$ cat src/hdl/cpc_pkg.sv
package cpc_pkg;
    localparam int CPC_ADDR_W = 8;
    localparam int CPC_DATA_W = 14;
    localparam int CPC_SYNC_W = CPC_DATA_W + 3;
    localparam int CPC_IRQ_N = 5;
    // register byte offsets
    localparam logic [CPC_ADDR_W-1:0] CPC_OFS_CTRL = 8'h00;
    localparam logic [CPC_ADDR_W-1:0] CPC_OFS_STATUS = 8'h04;
    localparam logic [CPC_ADDR_W-1:0] CPC_OFS_RIS = 8'h08;
    localparam logic [CPC_ADDR_W-1:0] CPC_OFS_IER = 8'h0c;
    localparam logic [CPC_ADDR_W-1:0] CPC_OFS_MIS = 8'h10;
    localparam logic [CPC_ADDR_W-1:0] CPC_OFS_ICR = 8'h14;
    localparam logic [CPC_ADDR_W-1:0] CPC_OFS_CODES = 8'h18;
    localparam logic [CPC_ADDR_W-1:0] CPC_OFS_DATA = 8'h1c;
    // control register fields
    localparam int CPC_CTRL_CAPTURE = 0;
    localparam int CPC_CTRL_SNAPSHOT = 1;
    localparam int CPC_CTRL_SYNC_SRC = 4;
    localparam int CPC_CTRL_EDGE = 5;
    localparam int CPC_CTRL_LPOL = 6;
    localparam int CPC_CTRL_FPOL = 7;
    localparam int CPC_CTRL_WIDTH = 10;
    localparam int CPC_CTRL_ENABLE = 14;
    // status register fields
    localparam int CPC_STAT_LINE = 0;
    localparam int CPC_STAT_FRAME = 1;
    localparam int CPC_STAT_DMA = 2;
    // interrupt source bits
    localparam int CPC_IRQ_FRAME = 0;
    localparam int CPC_IRQ_OVR = 1;
    localparam int CPC_IRQ_ERR = 2;
    localparam int CPC_IRQ_FSYNC = 3;
    localparam int CPC_IRQ_LINE = 4;
    // code byte lanes in the sync code register
    localparam int CPC_FEC_LSB = 24;
    localparam int CPC_LEC_LSB = 16;
    localparam int CPC_LSC_LSB = 8;
    localparam int CPC_FSC_LSB = 0;
    localparam logic [31:0] CPC_CODES_RST = 32'h0000_0000;
    // marker preamble and the wildcard code value
    localparam logic [7:0] CPC_MARK_FF = 8'hff;
    localparam logic [7:0] CPC_MARK_00 = 8'h00;
    localparam logic [7:0] CPC_CODE_WILD = 8'hff;
    // extended width encodings and sample masks
    localparam logic [1:0] CPC_W8 = 2'h0;
    localparam logic [1:0] CPC_W10 = 2'h1;
    localparam logic [1:0] CPC_W12 = 2'h2;
    localparam logic [13:0] CPC_MASK8 = 14'h00ff;
    localparam logic [13:0] CPC_MASK10 = 14'h03ff;
    localparam logic [13:0] CPC_MASK12 = 14'h0fff;
    localparam logic [13:0] CPC_MASK14 = 14'h3fff;
    localparam logic [1:0] CPC_BYTE_LAST = 2'h3;
endpackage : cpc_pkg

$ cat src/hdl/cpc_capture.sv
// How it works
// - width field picks 8/10/12/14 sampled bits
// - embedded mode uses eight data lines only
// - each source gated by its enable bit
// - hardware mode: four sources; embedded adds error
// - sticky raw flag per interrupt source
// - sample on chosen pixel clock edge
// - sync source bit: clear means hardware sync
// - separate polarity for line and frame sync
// - hardware frame sync interrupt even without capture
// - embedded codes only with 8-bit data
// - code register: fec, lec, lsc, fsc bytes
// - frame flag clears on end, sets on start
// - fec of ff matches all unused codes
// - lsc of ff: first line starts frame
// - polarities ignored in embedded mode
// - status shows line and frame active
// - out-of-order codes raise error interrupt
// - continuous and single-frame snapshot capture
// - captured words offered to system dma
// - global interrupt is or of masked sources
// - masked status register reads raw and enable
//
// Decided for this implementation: the strobed register port and the register offsets.
`timescale 1ns/1ns
`default_nettype none
module cpc_capture (
    input wire logic clock_in,
    input wire logic srst_in,
    input wire logic pixel_clock_in,
    input wire logic [cpc_pkg::CPC_DATA_W-1:0] data_in,
    input wire logic line_sync_in,
    input wire logic frame_sync_in,
    input wire logic [cpc_pkg::CPC_ADDR_W-1:0] addr_in,
    input wire logic [31:0] wdata_in,
    input wire logic wr_in,
    input wire logic rd_in,
    output logic [31:0] rdata_out,
    input wire logic dma_ack_in,
    output logic dma_req_out,
    output logic [31:0] dma_word_out,
    output logic camera_global_irq_out
);
    import cpc_pkg::*;

    typedef struct packed {
        logic capture;
        logic snapshot;
        logic sync_source_select;
        logic sample_edge_select;
        logic line_sync_polarity;
        logic frame_sync_polarity;
        logic [1:0] extended_width_select;
        logic enable;
        logic [CPC_IRQ_N-1:0] ier;
        logic [CPC_IRQ_N-1:0] ris;
        logic [31:0] codes;
        logic [31:0] rdata;
        logic irq;
        logic [31:0] dma_word;
        logic dma_req;
        logic line_act;
        logic frame_act;
        logic cap_frame;
        logic [31:0] pack;
        logic [1:0] pack_idx;
        logic pclk_prev;
    } cpc_state_t;

    cpc_state_t st_reg;
    cpc_state_t st_next;

    logic [CPC_SYNC_W-1:0] sync_vec;
    logic pclk_s;
    logic line_s;
    logic frame_s;
    logic [CPC_DATA_W-1:0] data_s;
    logic edge_hit;
    logic embedded;
    logic code_hit;
    logic [7:0] code;
    logic mk_pv;
    logic [7:0] mk_pix;
    logic [7:0] fec;
    logic [7:0] line_end_code;
    logic [7:0] line_start_code;
    logic [7:0] frame_start_code;
    logic is_fec;
    logic is_lec;
    logic is_lsc;
    logic is_fsc;
    logic [CPC_IRQ_N-1:0] mis;
    logic mis_any;

    cpc_sync3 #(
        .W(CPC_SYNC_W)
    ) u_sync (
        .clock_in(clock_in),
        .srst_in(srst_in),
        .async_in({pixel_clock_in, line_sync_in, frame_sync_in, data_in}),
        .stable_out(sync_vec)
    );

    assign pclk_s = sync_vec[CPC_SYNC_W-1];
    assign line_s = sync_vec[CPC_SYNC_W-2];
    assign frame_s = sync_vec[CPC_SYNC_W-3];
    assign data_s = sync_vec[CPC_DATA_W-1:0];
    assign embedded = st_reg.sync_source_select;
    // edge polarity picks rising or falling
    assign edge_hit = (pclk_s != st_reg.pclk_prev)
        && (pclk_s == st_reg.sample_edge_select);

    // markers come from the low byte only
    cpc_marker u_marker (
        .clock_in(clock_in),
        .srst_in(srst_in),
        .byte_in(data_s[7:0]),
        .strobe_in(edge_hit && embedded && st_reg.enable),
        .code_hit_out(code_hit),
        .code_out(code),
        .pix_valid_out(mk_pv),
        .pix_out(mk_pix)
    );

    // code bytes from the code register
    assign fec = st_reg.codes[CPC_FEC_LSB +: 8];
    assign line_end_code = st_reg.codes[CPC_LEC_LSB +: 8];
    assign line_start_code = st_reg.codes[CPC_LSC_LSB +: 8];
    assign frame_start_code = st_reg.codes[CPC_FSC_LSB +: 8];
    // wildcard frame end takes unused codes
    assign is_fec = code_hit && ((code == fec) || ((fec == CPC_CODE_WILD)
        && (code != line_end_code) && (code != line_start_code) && (code != frame_start_code)));
    assign is_lec = code_hit && (code == line_end_code);
    assign is_lsc = code_hit && (code == line_start_code);
    assign is_fsc = code_hit && (code == frame_start_code);
    assign mis = st_reg.ris & st_reg.ier;
    assign mis_any = |mis;

    always_comb begin
        logic [CPC_IRQ_N-1:0] ev;
        logic [13:0] sample;
        logic pix;
        logic byte_mode;
        logic full;
        logic line_lvl;
        logic frame_lvl;
        logic [31:0] word;
        ev = '0;
        sample = '0;
        pix = 1'b0;
        full = 1'b0;
        word = st_reg.pack;
        // each sync line has its own level
        line_lvl = (line_s == st_reg.line_sync_polarity);
        frame_lvl = (frame_s == st_reg.frame_sync_polarity);
        byte_mode = embedded || (st_reg.extended_width_select == CPC_W8);
        st_next = st_reg;
        st_next.pclk_prev = pclk_s;
        st_next.rdata = '0;
        if (rd_in) begin
            case (addr_in)
                CPC_OFS_CTRL: begin
                    st_next.rdata[CPC_CTRL_CAPTURE] = st_reg.capture;
                    st_next.rdata[CPC_CTRL_SNAPSHOT] = st_reg.snapshot;
                    st_next.rdata[CPC_CTRL_SYNC_SRC] = embedded;
                    st_next.rdata[CPC_CTRL_EDGE] = st_reg.sample_edge_select;
                    st_next.rdata[CPC_CTRL_LPOL] = st_reg.line_sync_polarity;
                    st_next.rdata[CPC_CTRL_FPOL] = st_reg.frame_sync_polarity;
                    st_next.rdata[CPC_CTRL_WIDTH +: 2] =
                        st_reg.extended_width_select;
                    st_next.rdata[CPC_CTRL_ENABLE] = st_reg.enable;
                end
                CPC_OFS_STATUS: begin
                    st_next.rdata[CPC_STAT_LINE] = st_reg.line_act;
                    st_next.rdata[CPC_STAT_FRAME] = st_reg.frame_act;
                    st_next.rdata[CPC_STAT_DMA] = st_reg.dma_req;
                end
                CPC_OFS_RIS: st_next.rdata[CPC_IRQ_N-1:0] = st_reg.ris;
                CPC_OFS_IER: st_next.rdata[CPC_IRQ_N-1:0] = st_reg.ier;
                CPC_OFS_MIS: st_next.rdata[CPC_IRQ_N-1:0] = mis;
                CPC_OFS_CODES: st_next.rdata = st_reg.codes;
                CPC_OFS_DATA: st_next.rdata = st_reg.dma_word;
                default: st_next.rdata = '0;
            endcase
        end
        if (wr_in) begin
            case (addr_in)
                CPC_OFS_CTRL: begin
                    st_next.capture = wdata_in[CPC_CTRL_CAPTURE];
                    st_next.snapshot = wdata_in[CPC_CTRL_SNAPSHOT];
                    st_next.sync_source_select = wdata_in[CPC_CTRL_SYNC_SRC];
                    st_next.sample_edge_select = wdata_in[CPC_CTRL_EDGE];
                    st_next.line_sync_polarity = wdata_in[CPC_CTRL_LPOL];
                    st_next.frame_sync_polarity = wdata_in[CPC_CTRL_FPOL];
                    st_next.extended_width_select =
                        wdata_in[CPC_CTRL_WIDTH +: 2];
                    st_next.enable = wdata_in[CPC_CTRL_ENABLE];
                end
                CPC_OFS_IER: st_next.ier = wdata_in[CPC_IRQ_N-1:0];
                // write one to clear; a same-cycle event wins below
                CPC_OFS_ICR: st_next.ris = st_reg.ris
                    & ~wdata_in[CPC_IRQ_N-1:0];
                CPC_OFS_CODES: st_next.codes = wdata_in;
                default: st_next.codes = st_reg.codes;
            endcase
        end
        // sample width from the width field
        case (st_reg.extended_width_select)
            CPC_W8: sample = data_s & CPC_MASK8;
            CPC_W10: sample = data_s & CPC_MASK10;
            CPC_W12: sample = data_s & CPC_MASK12;
            default: sample = data_s & CPC_MASK14;
        endcase
        if (!embedded) begin
            // polarities only matter in this branch
            st_next.line_act = line_lvl;
            st_next.frame_act = frame_lvl;
            if (frame_lvl && !st_reg.frame_act) begin
                // frame sync flagged even while idle
                ev[CPC_IRQ_FSYNC] = 1'b1;
                st_next.cap_frame = st_reg.capture && st_reg.enable;
                st_next.pack_idx = '0;
            end
            if (!frame_lvl && st_reg.frame_act && st_reg.cap_frame) begin
                ev[CPC_IRQ_FRAME] = 1'b1;
                st_next.cap_frame = 1'b0;
                if (st_reg.snapshot) begin
                    st_next.capture = 1'b0;
                end
            end
            if (!line_lvl && st_reg.line_act && st_reg.cap_frame) begin
                ev[CPC_IRQ_LINE] = 1'b1;
            end
            // hardware mode samples on the edge
            pix = edge_hit && line_lvl && frame_lvl && st_reg.cap_frame;
        end else begin
            pix = mk_pv && st_reg.line_act && st_reg.frame_act
                && st_reg.cap_frame;
            sample = {6'h00, mk_pix};
            if (is_fec) begin
                // frame flag drops on frame end
                ev[CPC_IRQ_ERR] = !st_reg.frame_act;
                st_next.frame_act = 1'b0;
                st_next.line_act = 1'b0;
                if (st_reg.cap_frame) begin
                    ev[CPC_IRQ_FRAME] = 1'b1;
                    st_next.cap_frame = 1'b0;
                    if (st_reg.snapshot) begin
                        st_next.capture = 1'b0;
                    end
                end
            end else if (is_fsc || (is_lsc && (line_start_code == CPC_CODE_WILD)
                && !st_reg.frame_act)) begin
                // wildcard line start also opens frame
                ev[CPC_IRQ_ERR] = is_fsc && st_reg.frame_act;
                ev[CPC_IRQ_FSYNC] = 1'b1;
                st_next.frame_act = 1'b1;
                st_next.line_act = is_lsc;
                st_next.cap_frame = st_reg.capture && st_reg.enable;
                st_next.pack_idx = '0;
            end else if (is_lsc) begin
                // line start outside frame or inside line
                ev[CPC_IRQ_ERR] = !st_reg.frame_act || st_reg.line_act;
                st_next.line_act = 1'b1;
            end else if (is_lec) begin
                ev[CPC_IRQ_ERR] = !st_reg.line_act;
                st_next.line_act = 1'b0;
                ev[CPC_IRQ_LINE] = st_reg.cap_frame && st_reg.line_act;
            end
        end
        // pack samples into words for the dma
        if (pix) begin
            if (byte_mode) begin
                word[{st_reg.pack_idx, 3'h0} +: 8] = sample[7:0];
                full = (st_reg.pack_idx == CPC_BYTE_LAST);
            end else begin
                word[{st_reg.pack_idx[0], 4'h0} +: 16] = {2'h0, sample};
                full = st_reg.pack_idx[0];
            end
            st_next.pack = word;
            st_next.pack_idx = full ? 2'h0 : st_reg.pack_idx + 2'h1;
        end
        if (dma_ack_in) begin
            st_next.dma_req = 1'b0;
        end
        if (full) begin
            // word lost when the previous one is still unread
            if (st_reg.dma_req && !dma_ack_in) begin
                ev[CPC_IRQ_OVR] = 1'b1;
            end else begin
                st_next.dma_word = word;
                st_next.dma_req = 1'b1;
            end
        end
        // error source only in embedded mode
        ev[CPC_IRQ_ERR] = ev[CPC_IRQ_ERR] && embedded;
        st_next.ris = st_next.ris | ev;
        // global line is or of masked flags
        st_next.irq = mis_any;
    end

    always_ff @(posedge clock_in) begin
        if (srst_in) begin
            st_reg <= '0;
            st_reg.codes <= CPC_CODES_RST;
        end else begin
            st_reg <= st_next;
        end
    end

    assign rdata_out = st_reg.rdata;
    assign dma_req_out = st_reg.dma_req;
    assign dma_word_out = st_reg.dma_word;
    assign camera_global_irq_out = st_reg.irq;

    logic frame_lvl_w;
    assign frame_lvl_w = (frame_s == st_reg.frame_sync_polarity);
endmodule : cpc_capture
`default_nettype wire

$ cat src/hdl/cpc_marker.sv
`timescale 1ns/1ns
`default_nettype none
module cpc_marker (
    input wire logic clock_in,
    input wire logic srst_in,
    input wire logic [7:0] byte_in,
    input wire logic strobe_in,
    output logic code_hit_out,
    output logic [7:0] code_out,
    output logic pix_valid_out,
    output logic [7:0] pix_out
);
    import cpc_pkg::*;

    typedef struct packed {
        logic [2:0][7:0] hist;
        logic [2:0] hv;
        logic hit;
        logic [7:0] code;
        logic pv;
        logic [7:0] pix;
    } cpc_mark_t;

    cpc_mark_t st_reg;
    cpc_mark_t st_next;
    logic match;

    // four consecutive bytes form a marker
    assign match = (st_reg.hv == 3'h7) && (st_reg.hist[2] == CPC_MARK_FF)
        && (st_reg.hist[1] == CPC_MARK_00)
        && (st_reg.hist[0] == CPC_MARK_00);

    always_comb begin
        st_next = st_reg;
        st_next.hit = 1'b0;
        st_next.pv = 1'b0;
        if (strobe_in) begin
            if (match) begin
                // marker bytes never leave as pixels
                st_next.hit = 1'b1;
                st_next.code = byte_in;
                st_next.hv = 3'h0;
            end else begin
                // three-byte delay so a preamble can still be withdrawn
                st_next.pv = st_reg.hv[2];
                st_next.pix = st_reg.hist[2];
                st_next.hist = {st_reg.hist[1:0], byte_in};
                st_next.hv = {st_reg.hv[1:0], 1'b1};
            end
        end
    end

    always_ff @(posedge clock_in) begin
        if (srst_in) begin
            st_reg <= '0;
        end else begin
            st_reg <= st_next;
        end
    end

    assign code_hit_out = st_reg.hit;
    assign code_out = st_reg.code;
    assign pix_valid_out = st_reg.pv;
    assign pix_out = st_reg.pix;
endmodule : cpc_marker
`default_nettype wire

$ cat src/hdl/cpc_sync3.sv
`timescale 1ns/1ns
`default_nettype none
module cpc_sync3 #(
    parameter int W = 1
) (
    input wire logic clock_in,
    input wire logic srst_in,
    input wire logic [W-1:0] async_in,
    output logic [W-1:0] stable_out
);
    typedef struct packed {
        logic [W-1:0] s1;
        logic [W-1:0] s2;
        logic [W-1:0] s3;
        logic [W-1:0] stable;
    } cpc_sync_t;

    cpc_sync_t st_reg;
    cpc_sync_t st_next;

    always_comb begin
        st_next = st_reg;
        st_next.s1 = async_in;
        st_next.s2 = st_reg.s1;
        st_next.s3 = st_reg.s2;
        // a change counts only once stages two and three agree
        for (int i = 0; i < W; i++) begin
            if (st_reg.s2[i] == st_reg.s3[i]) begin
                st_next.stable[i] = st_reg.s3[i];
            end
        end
    end

    always_ff @(posedge clock_in) begin
        if (srst_in) begin
            st_reg <= '0;
        end else begin
            st_reg <= st_next;
        end
    end

    assign stable_out = st_reg.stable;
endmodule : cpc_sync3
`default_nettype wire

$ cat config.mk
export PLATFORM = sky130hd
export DESIGN_NAME = cpc_capture
export DESIGN_NICKNAME = d
export VERILOG_FILES = /design/src/hdl/cpc_pkg.sv /design/src/hdl/cpc_capture.sv /design/src/hdl/cpc_marker.sv /design/src/hdl/cpc_sync3.sv
export SDC_FILE = /design/constraint.sdc
export NUM_CORES = 1
export LEC_CHECK = 0
export BUFFER_PORTS_ARGS = -buffer_cell sky130_fd_sc_hd__buf_2
export CORE_UTILIZATION = 30
export CTS_CLUSTER_DIAMETER = 150
export DETAILED_ROUTE_END_ITERATION = 12
export GPL_TIMING_DRIVEN = 0
export PLACE_DENSITY = 0.53
export SKIP_LAST_GASP = 1
export SLEW_MARGIN = 20
export SYNTH_ARGS = -nofsm -noshare
export SYNTH_HDL_FRONTEND = slang
export SYNTH_HIERARCHICAL = 1
export SYNTH_SLANG_ARGS = --single-unit
$ cat constraint.sdc
create_clock -name clock_in -period 3 [get_ports clock_in]
set_clock_uncertainty 0.05 [all_clocks]
set_input_delay 0.15 -clock clock_in [delete_from_list [all_inputs] [get_ports clock_in]]
set_output_delay 0.15 -clock clock_in [all_outputs]
set_load 0.03 [all_outputs]
Word level (Yosys, flattened, before mapping)
Index checks and enable logic that the tools add are counted.
{"block": "op_classes", "reduce_logical": 58, "shifts": 4, "eq_ne": 46, "magnitude_cmp": 0, "bitwise": 8, "mux": 68, "div_mod_pow": 0, "multipliers": 0, "addsub": 3}
{"cell": "32-bit two-way mux", "count": 3}
{"cell": "32-bit bitwise mux", "count": 2}
{"cell": "51-bit two-way mux", "count": 1}
{"cell": "14-bit one-hot mux with 3 select lines", "count": 1}
{"cell": "1-bit two-way mux", "count": 34}
{"cell": "17-bit one-hot mux with 2 select lines", "count": 1}
{"cell": "8-bit by 5-bit == test with 1-bit output (second input constant)", "count": 4}
{"cell": "8-bit == test", "count": 4}
{"cell": "16-bit by 7-bit variable shift with 32-bit output (first input constant)", "count": 1}
{"cell": "8-bit by 7-bit variable shift with 32-bit output (first input constant)", "count": 1}
{"cell": "16-bit by 7-bit indexed part select with 32-bit output", "count": 1}
{"cell": "8-bit by 7-bit indexed part select with 32-bit output", "count": 1}
{"cell": "1-bit logical AND", "count": 31}
{"cell": "8-bit == test (second input constant)", "count": 3}
{"cell": "8-bit zero test", "count": 3}
{"cell": "8-bit inequality test", "count": 3}
{"cell": "1-bit == test", "count": 20}
{"cell": "2-bit two-way mux", "count": 9}
{"cell": "9-bit two-way mux", "count": 2}
{"cell": "8-bit by 4-bit == test with 1-bit output (second input constant)", "count": 2}
{"cell": "14-bit two-way mux", "count": 1}
{"cell": "5-bit negator with 7-bit output", "count": 2}
{"cell": "2-bit one-hot mux with 7 select lines", "count": 1}
{"cell": "2-bit AND reduction", "count": 7}
{"cell": "other kinds (29)", "count": 49}
{"block": "word_totals", "ramBits": 0, "inputBits": 62, "mem_count": 0, "reg_bits": 268, "latch_bits": 0, "out_inout_bits": 66, "romBits": 0}

Longest topological paths before layout
{"block": "depth", "depth_word": 10, "mapped_depth": 9, "depth_no_buf": 7}

Modules after synthesis
The synthesis kept the hierarchy.
{"mod": "cpc_capture", "cells_each": 819, "area_each_um2": 7430.9, "n_inst": 1}
{"mod": "cpc_sync3", "cells_each": 194, "area_each_um2": 2095.8, "n_inst": 1}
{"mod": "cpc_marker", "cells_each": 199, "area_each_um2": 1971.9, "n_inst": 1}

Least setup slack after synthesis
No wires, ideal clock.
{"block": "synth_timing", "path_type": "register to register", "from": "register st_reg (netlist bit embedded)", "to": "register u_marker.st_reg (netlist bit u_marker/code_out[2])", "synth_period_minus_slack_ps": 2261, "t_required_ps": 2818, "path_slack_ps": 739, "arrival_ps": 2078, "stages_incl_launch_ff": 9, "path_cell_list": "dfxtp_1 -> buf_2 -> buf_1 -> clkbuf_1 -> and3_1 -> inv_1 -> clkbuf_1 -> o31ai_1 -> a21oi_1"}
{"block": "synth_between", "elab_chain_len": 3}
{"element": "start, declared", "line": "cpc_capture.sv:70", "source": "cpc_state_t st_reg;"}
{"element": "start signal, assigned", "line": "cpc_capture.sv:307", "source": "st_reg <= st_next;"}
{"element": "1-bit logical AND (2 in a row)", "line": "cpc_capture.sv:118", "source": ".strobe_in(edge_hit && embedded && st_reg.enable),"}
{"element": "2-bit AND reduction (no source line)"}
{"element": "end signal, assigned", "line": "cpc_marker.sv:57", "source": "st_reg <= st_next;"}
{"element": "end, declared", "line": "cpc_marker.sv:24", "source": "cpc_mark_t st_reg;"}
Every way passes these cells.
A chain may end at the register's enable or synchronous reset.

Worst setup path after layout
{"block": "layout_timing", "from": "register st_reg[1] (netlist bit)", "to": "register st_reg (netlist bit dma_word_out[15])"}
{"block": "layout_between", "elab_chain_len": 5, "elab_cells_between_ends": 15, "cone_classes": "add/sub (2); eq/ne (1); shift (4); mux (7); reduce/logical (1)"}
{"element": "5-bit negator with 7-bit output, or another cell as far along", "line": "cpc_capture.sv:277", "source": "word[{st_reg.pack_idx[0], 4'h0} +: 16] = {2'h0, sample};"}
{"element": "16-bit by 7-bit indexed part select with 32-bit output, or another cell as far along", "line": "cpc_capture.sv:277"}
{"element": "32-bit bitwise mux, or another cell as far along", "line": "cpc_capture.sv:277"}
{"element": "32-bit two-way mux / 1-bit two-way mux (equally long branches)", "line": "cpc_capture.sv:273, cpc_capture.sv:272"}
{"element": "32-bit two-way mux / 2-bit AND reduction (equally long branches)"}
Several ways; a longest one is shown, not always the timed one. The select of a mux whose other input is x is not followed.

==> results.sh <==
export IMPL_grt_max_degree=20
export IMPL_multi_input_area_um2=4990
export IMPL_syn_avg_cell_area_um2=9.49
export IMPL_critPathLaunchType="flop"
export IMPL_synth_edf_count=0
export IMPL_grt_pass1_wl_mm=51.4
export IMPL_path_class="flop to flop"
export IMPL_htree_levels=1
export IMPL_drt_initial_drc_count=574
export IMPL_end_kind="flop"
export IMPL_use_met1_pct=23.5
export IMPL_syn2layout_area_growth_pct=24.4
export IMPL_fin_crit_sh_pct=91.4
export IMPL_fin_crit_ns=2.74
export IMPL_gp_routability_congestion=0.905
export IMPL_synth_cell_types=71
export IMPL_cp_data_arrival_time_ns=3.18
export IMPL_grt_pass1_vias=9015
export IMPL_clk_path_buf_depth=3
export IMPL_initial_utilization_pct=30.5
export IMPL_ctsRootBufferMaster="clkbuf_16"
export IMPL_wire_per_inst_um=17.0
export IMPL_synth_area_um2=11500
export IMPL_hold_viol_final=0
export IMPL_seq_area_frac_synth_pct=46.7
export IMPL_status="complete, no violations"
export IMPL_setup_viol=0
export IMPL_p_leak_nw=5.92
export IMPL_die_width_um=198
export IMPL_wirelength_mm=33.3
export IMPL_dp_hpwl_mm=24.6
export IMPL_num_vias=9276
export IMPL_clk_pin_slew_ns=0.06
export IMPL_synth_flop_cell="dfxtp_1"
export IMPL_nNetsFinal=1490
export IMPL_grt_overflow=0
export IMPL_synth_nets=1280
export IMPL_final_max_slew_viol_count=0
export IMPL_io_pins=128
export IMPL_cp_top_family="simple AND/OR/NAND/NOR gates"
export IMPL_crit_path_max_fanout=10
export IMPL_max_freq_mhz=365
export IMPL_p_per_area_nw_per_um2=531
export IMPL_cp_required_ns=3.44
export IMPL_crit_buf_inv=2
export IMPL_global_route_usage_met3_pct=2.21
export IMPL_cts_sinks=268
export IMPL_num_rows=71
export IMPL_synthCells=1212
export IMPL_antennaDiodeCount=0
export IMPL_hp_class="input port to flop"
export IMPL_tns_ns=0
export IMPL_clk_latency_ns=0.56
export IMPL_yosysWarnings=6
export IMPL_grt_met2_usage_pct=26.8
export IMPL_antenna_left=0
export IMPL_largest_reg_flops=56
export IMPL_postCtsSetupRepairBufs=0
export IMPL_antenna_found_initial=0
export IMPL_pre_cts_ws_ns=-0.0700
export IMPL_numCtsBuffers=29
export IMPL_drcViolationCount=0
export IMPL_async_reset_ff_share_pct=0
export IMPL_drt_pre_antenna_iters=5
export IMPL_ys_seq_elements=268
export IMPL_grt_busiest_layer="met2"
export IMPL_die_area_um2=39100
export IMPL_die_h_um=198
export IMPL_setup_slack_ns=0.257
export IMPL_portBuffers=126
export IMPL_coreArea_um2=37700
export IMPL_grt_use_total_pct=17.0
export IMPL_ir_drop_v=0.000504
export IMPL_max_slew_margin_pct=26.0
export IMPL_max_stage_delay_ns=0.40
export IMPL_drv_cap=0
export IMPL_rsz0062_at_grt="false"
export IMPL_path_cells="clkbuf_1, inv_1, ha_1, nand4b_1, or2_2, nor2_1, a22oi_1, a21oi_1"
export IMPL_nFillCells=3889
export IMPL_drive_gt1_share_pct=23.0
export IMPL_via_per_inst=4.75
export IMPL_seqCellArea_um2=5370
export IMPL_cts_tree="built"
export IMPL_cp_slowest_cell="dfxtp_1"
export IMPL_worst_pin_slew_ns=1.08
-- synthesized netlist by cell type, drive strengths merged (16+ instances only) --
cell    number  area share, %
xor2        25            1.9
nor2b       65            3.5
nand2      105            3.4
buf        121            8.3
dfxtp      268             47
mux2i      102            8.9
o21ai       69            3.0
a21oi       71            3.2
nand4       19            1.1
nand3       16           0.70
a22oi       34            2.2
clkbuf      41            1.3
nor2       126            4.2
-- what timing repair did --
action                                  4_1_cts  5_1_grt
endpoints found under the hold margin        74        0
resized for setup                             0        4
hold buffers                                 54        0
endpoints found under the setup margin       10       23
-- final timing paths --
| path | from | end | cells past startpoint | slack, ns |
|---|---|---|---|---|
| setup / recovery | st_reg[1] | dma_word_out[15] | 8 | 0.26 |
| hold / removal | addr_in[4] | rdata_out[1] | 3 | 0.04 |
| setup reg to reg | st_reg[1] | dma_word_out[15] | 8 | 0.26 |
| hold reg to reg | u_sync/st_next[50] | u_sync/st_next[33] | 1 | 0.38 |
-- through the flow --
step	instances	util (%)	hold slack, ns	power (W)	instance area [um2]
final	1954	38.0	0.0438	0.00759	14300
after global routing	1954	38.0	0.0833	0.00784	14300
after CTS	1954	37.9	0.0221	0.00768	14300
after detailed placement	1849	33.9	0.316	0.00389	12800
after global placement	1849	33.9	0.308	0.00389	12800
after floorplan	1212	-	0.173	0.00379	11500
-- worst reg2reg max path, delay by kind of cell, from the launching register on --
family,cells,cell delay [ns]
and+or+nand+nor,3,0.85
adders and majority gates,1,0.40
DFF,1,0.40
AOI/OAI and AO/OA,2,0.34
buffers and inverters,2,0.65
-- final cells by class --
type / count / share of cell area [%]
inverter: 11 / 0.289
timing repair buffer: 180 / 8.19
buffer: 161 / 7.77
clock buffer: 35 / 5.37
clock inverter: 17 / 1.52
sequential: 268 / 37.5
multi-input combinational: 771 / 34.9
tap: 511 / 4.47
-- cell usage in the layout (no fill, tap or decap), types with 16 or more instances in the layout --
cell type	synthesis	final
dfxtp_1	268	268
a22oi_1	34	34
mux2i_1	102	102
nand4_1	18	18
clkbuf_1	41	44
o21ai_0	67	67
nor2b_1	65	65
nand3_1	16	16
xor2_1	25	25
a21oi_1	70	69
clkbuf_16	0	29
buf_2	9	135
buf_4	98	98
nand2_1	105	105
dlygate4sd3_1	0	54
nor2_1	125	125
-- kinds of logic (layout without fill, tap and decap cells) --
logic type / count (synthesis) / in the layout / share of synthesized area (%)
muxes: 115 / 115 / 10.5
xor gates and xnor gates: 34 / 34 / 2.59
and+or+nand+nor: 379 / 379 / 16.5
DFF: 268 / 268 / 46.7
buffers and inverters: 173 / 404 / 10.0
AOI/OAI and AO/OA: 237 / 237 / 13.0
adders and majority gates: 6 / 6 / 0.653
-- routing by layer --
metal	vias to the layer above	wire length [um]
met4	0	1240
met3	65	1520
met1	4408	15800
li1	4543	-
met5	-	0
met2	260	14700
-- where the power goes --
part / internal [W] / switching [W] / leakage, nW / total [W]
Combinational: 0.000124 / 0.000140 / 3.27 / 0.000264
Clock: 0.00224 / 0.00148 / 0.483 / 0.00373
Sequential: 0.00359 / 0.0000138 / 2.17 / 0.00360
Power figures use the tool's default switching activity.
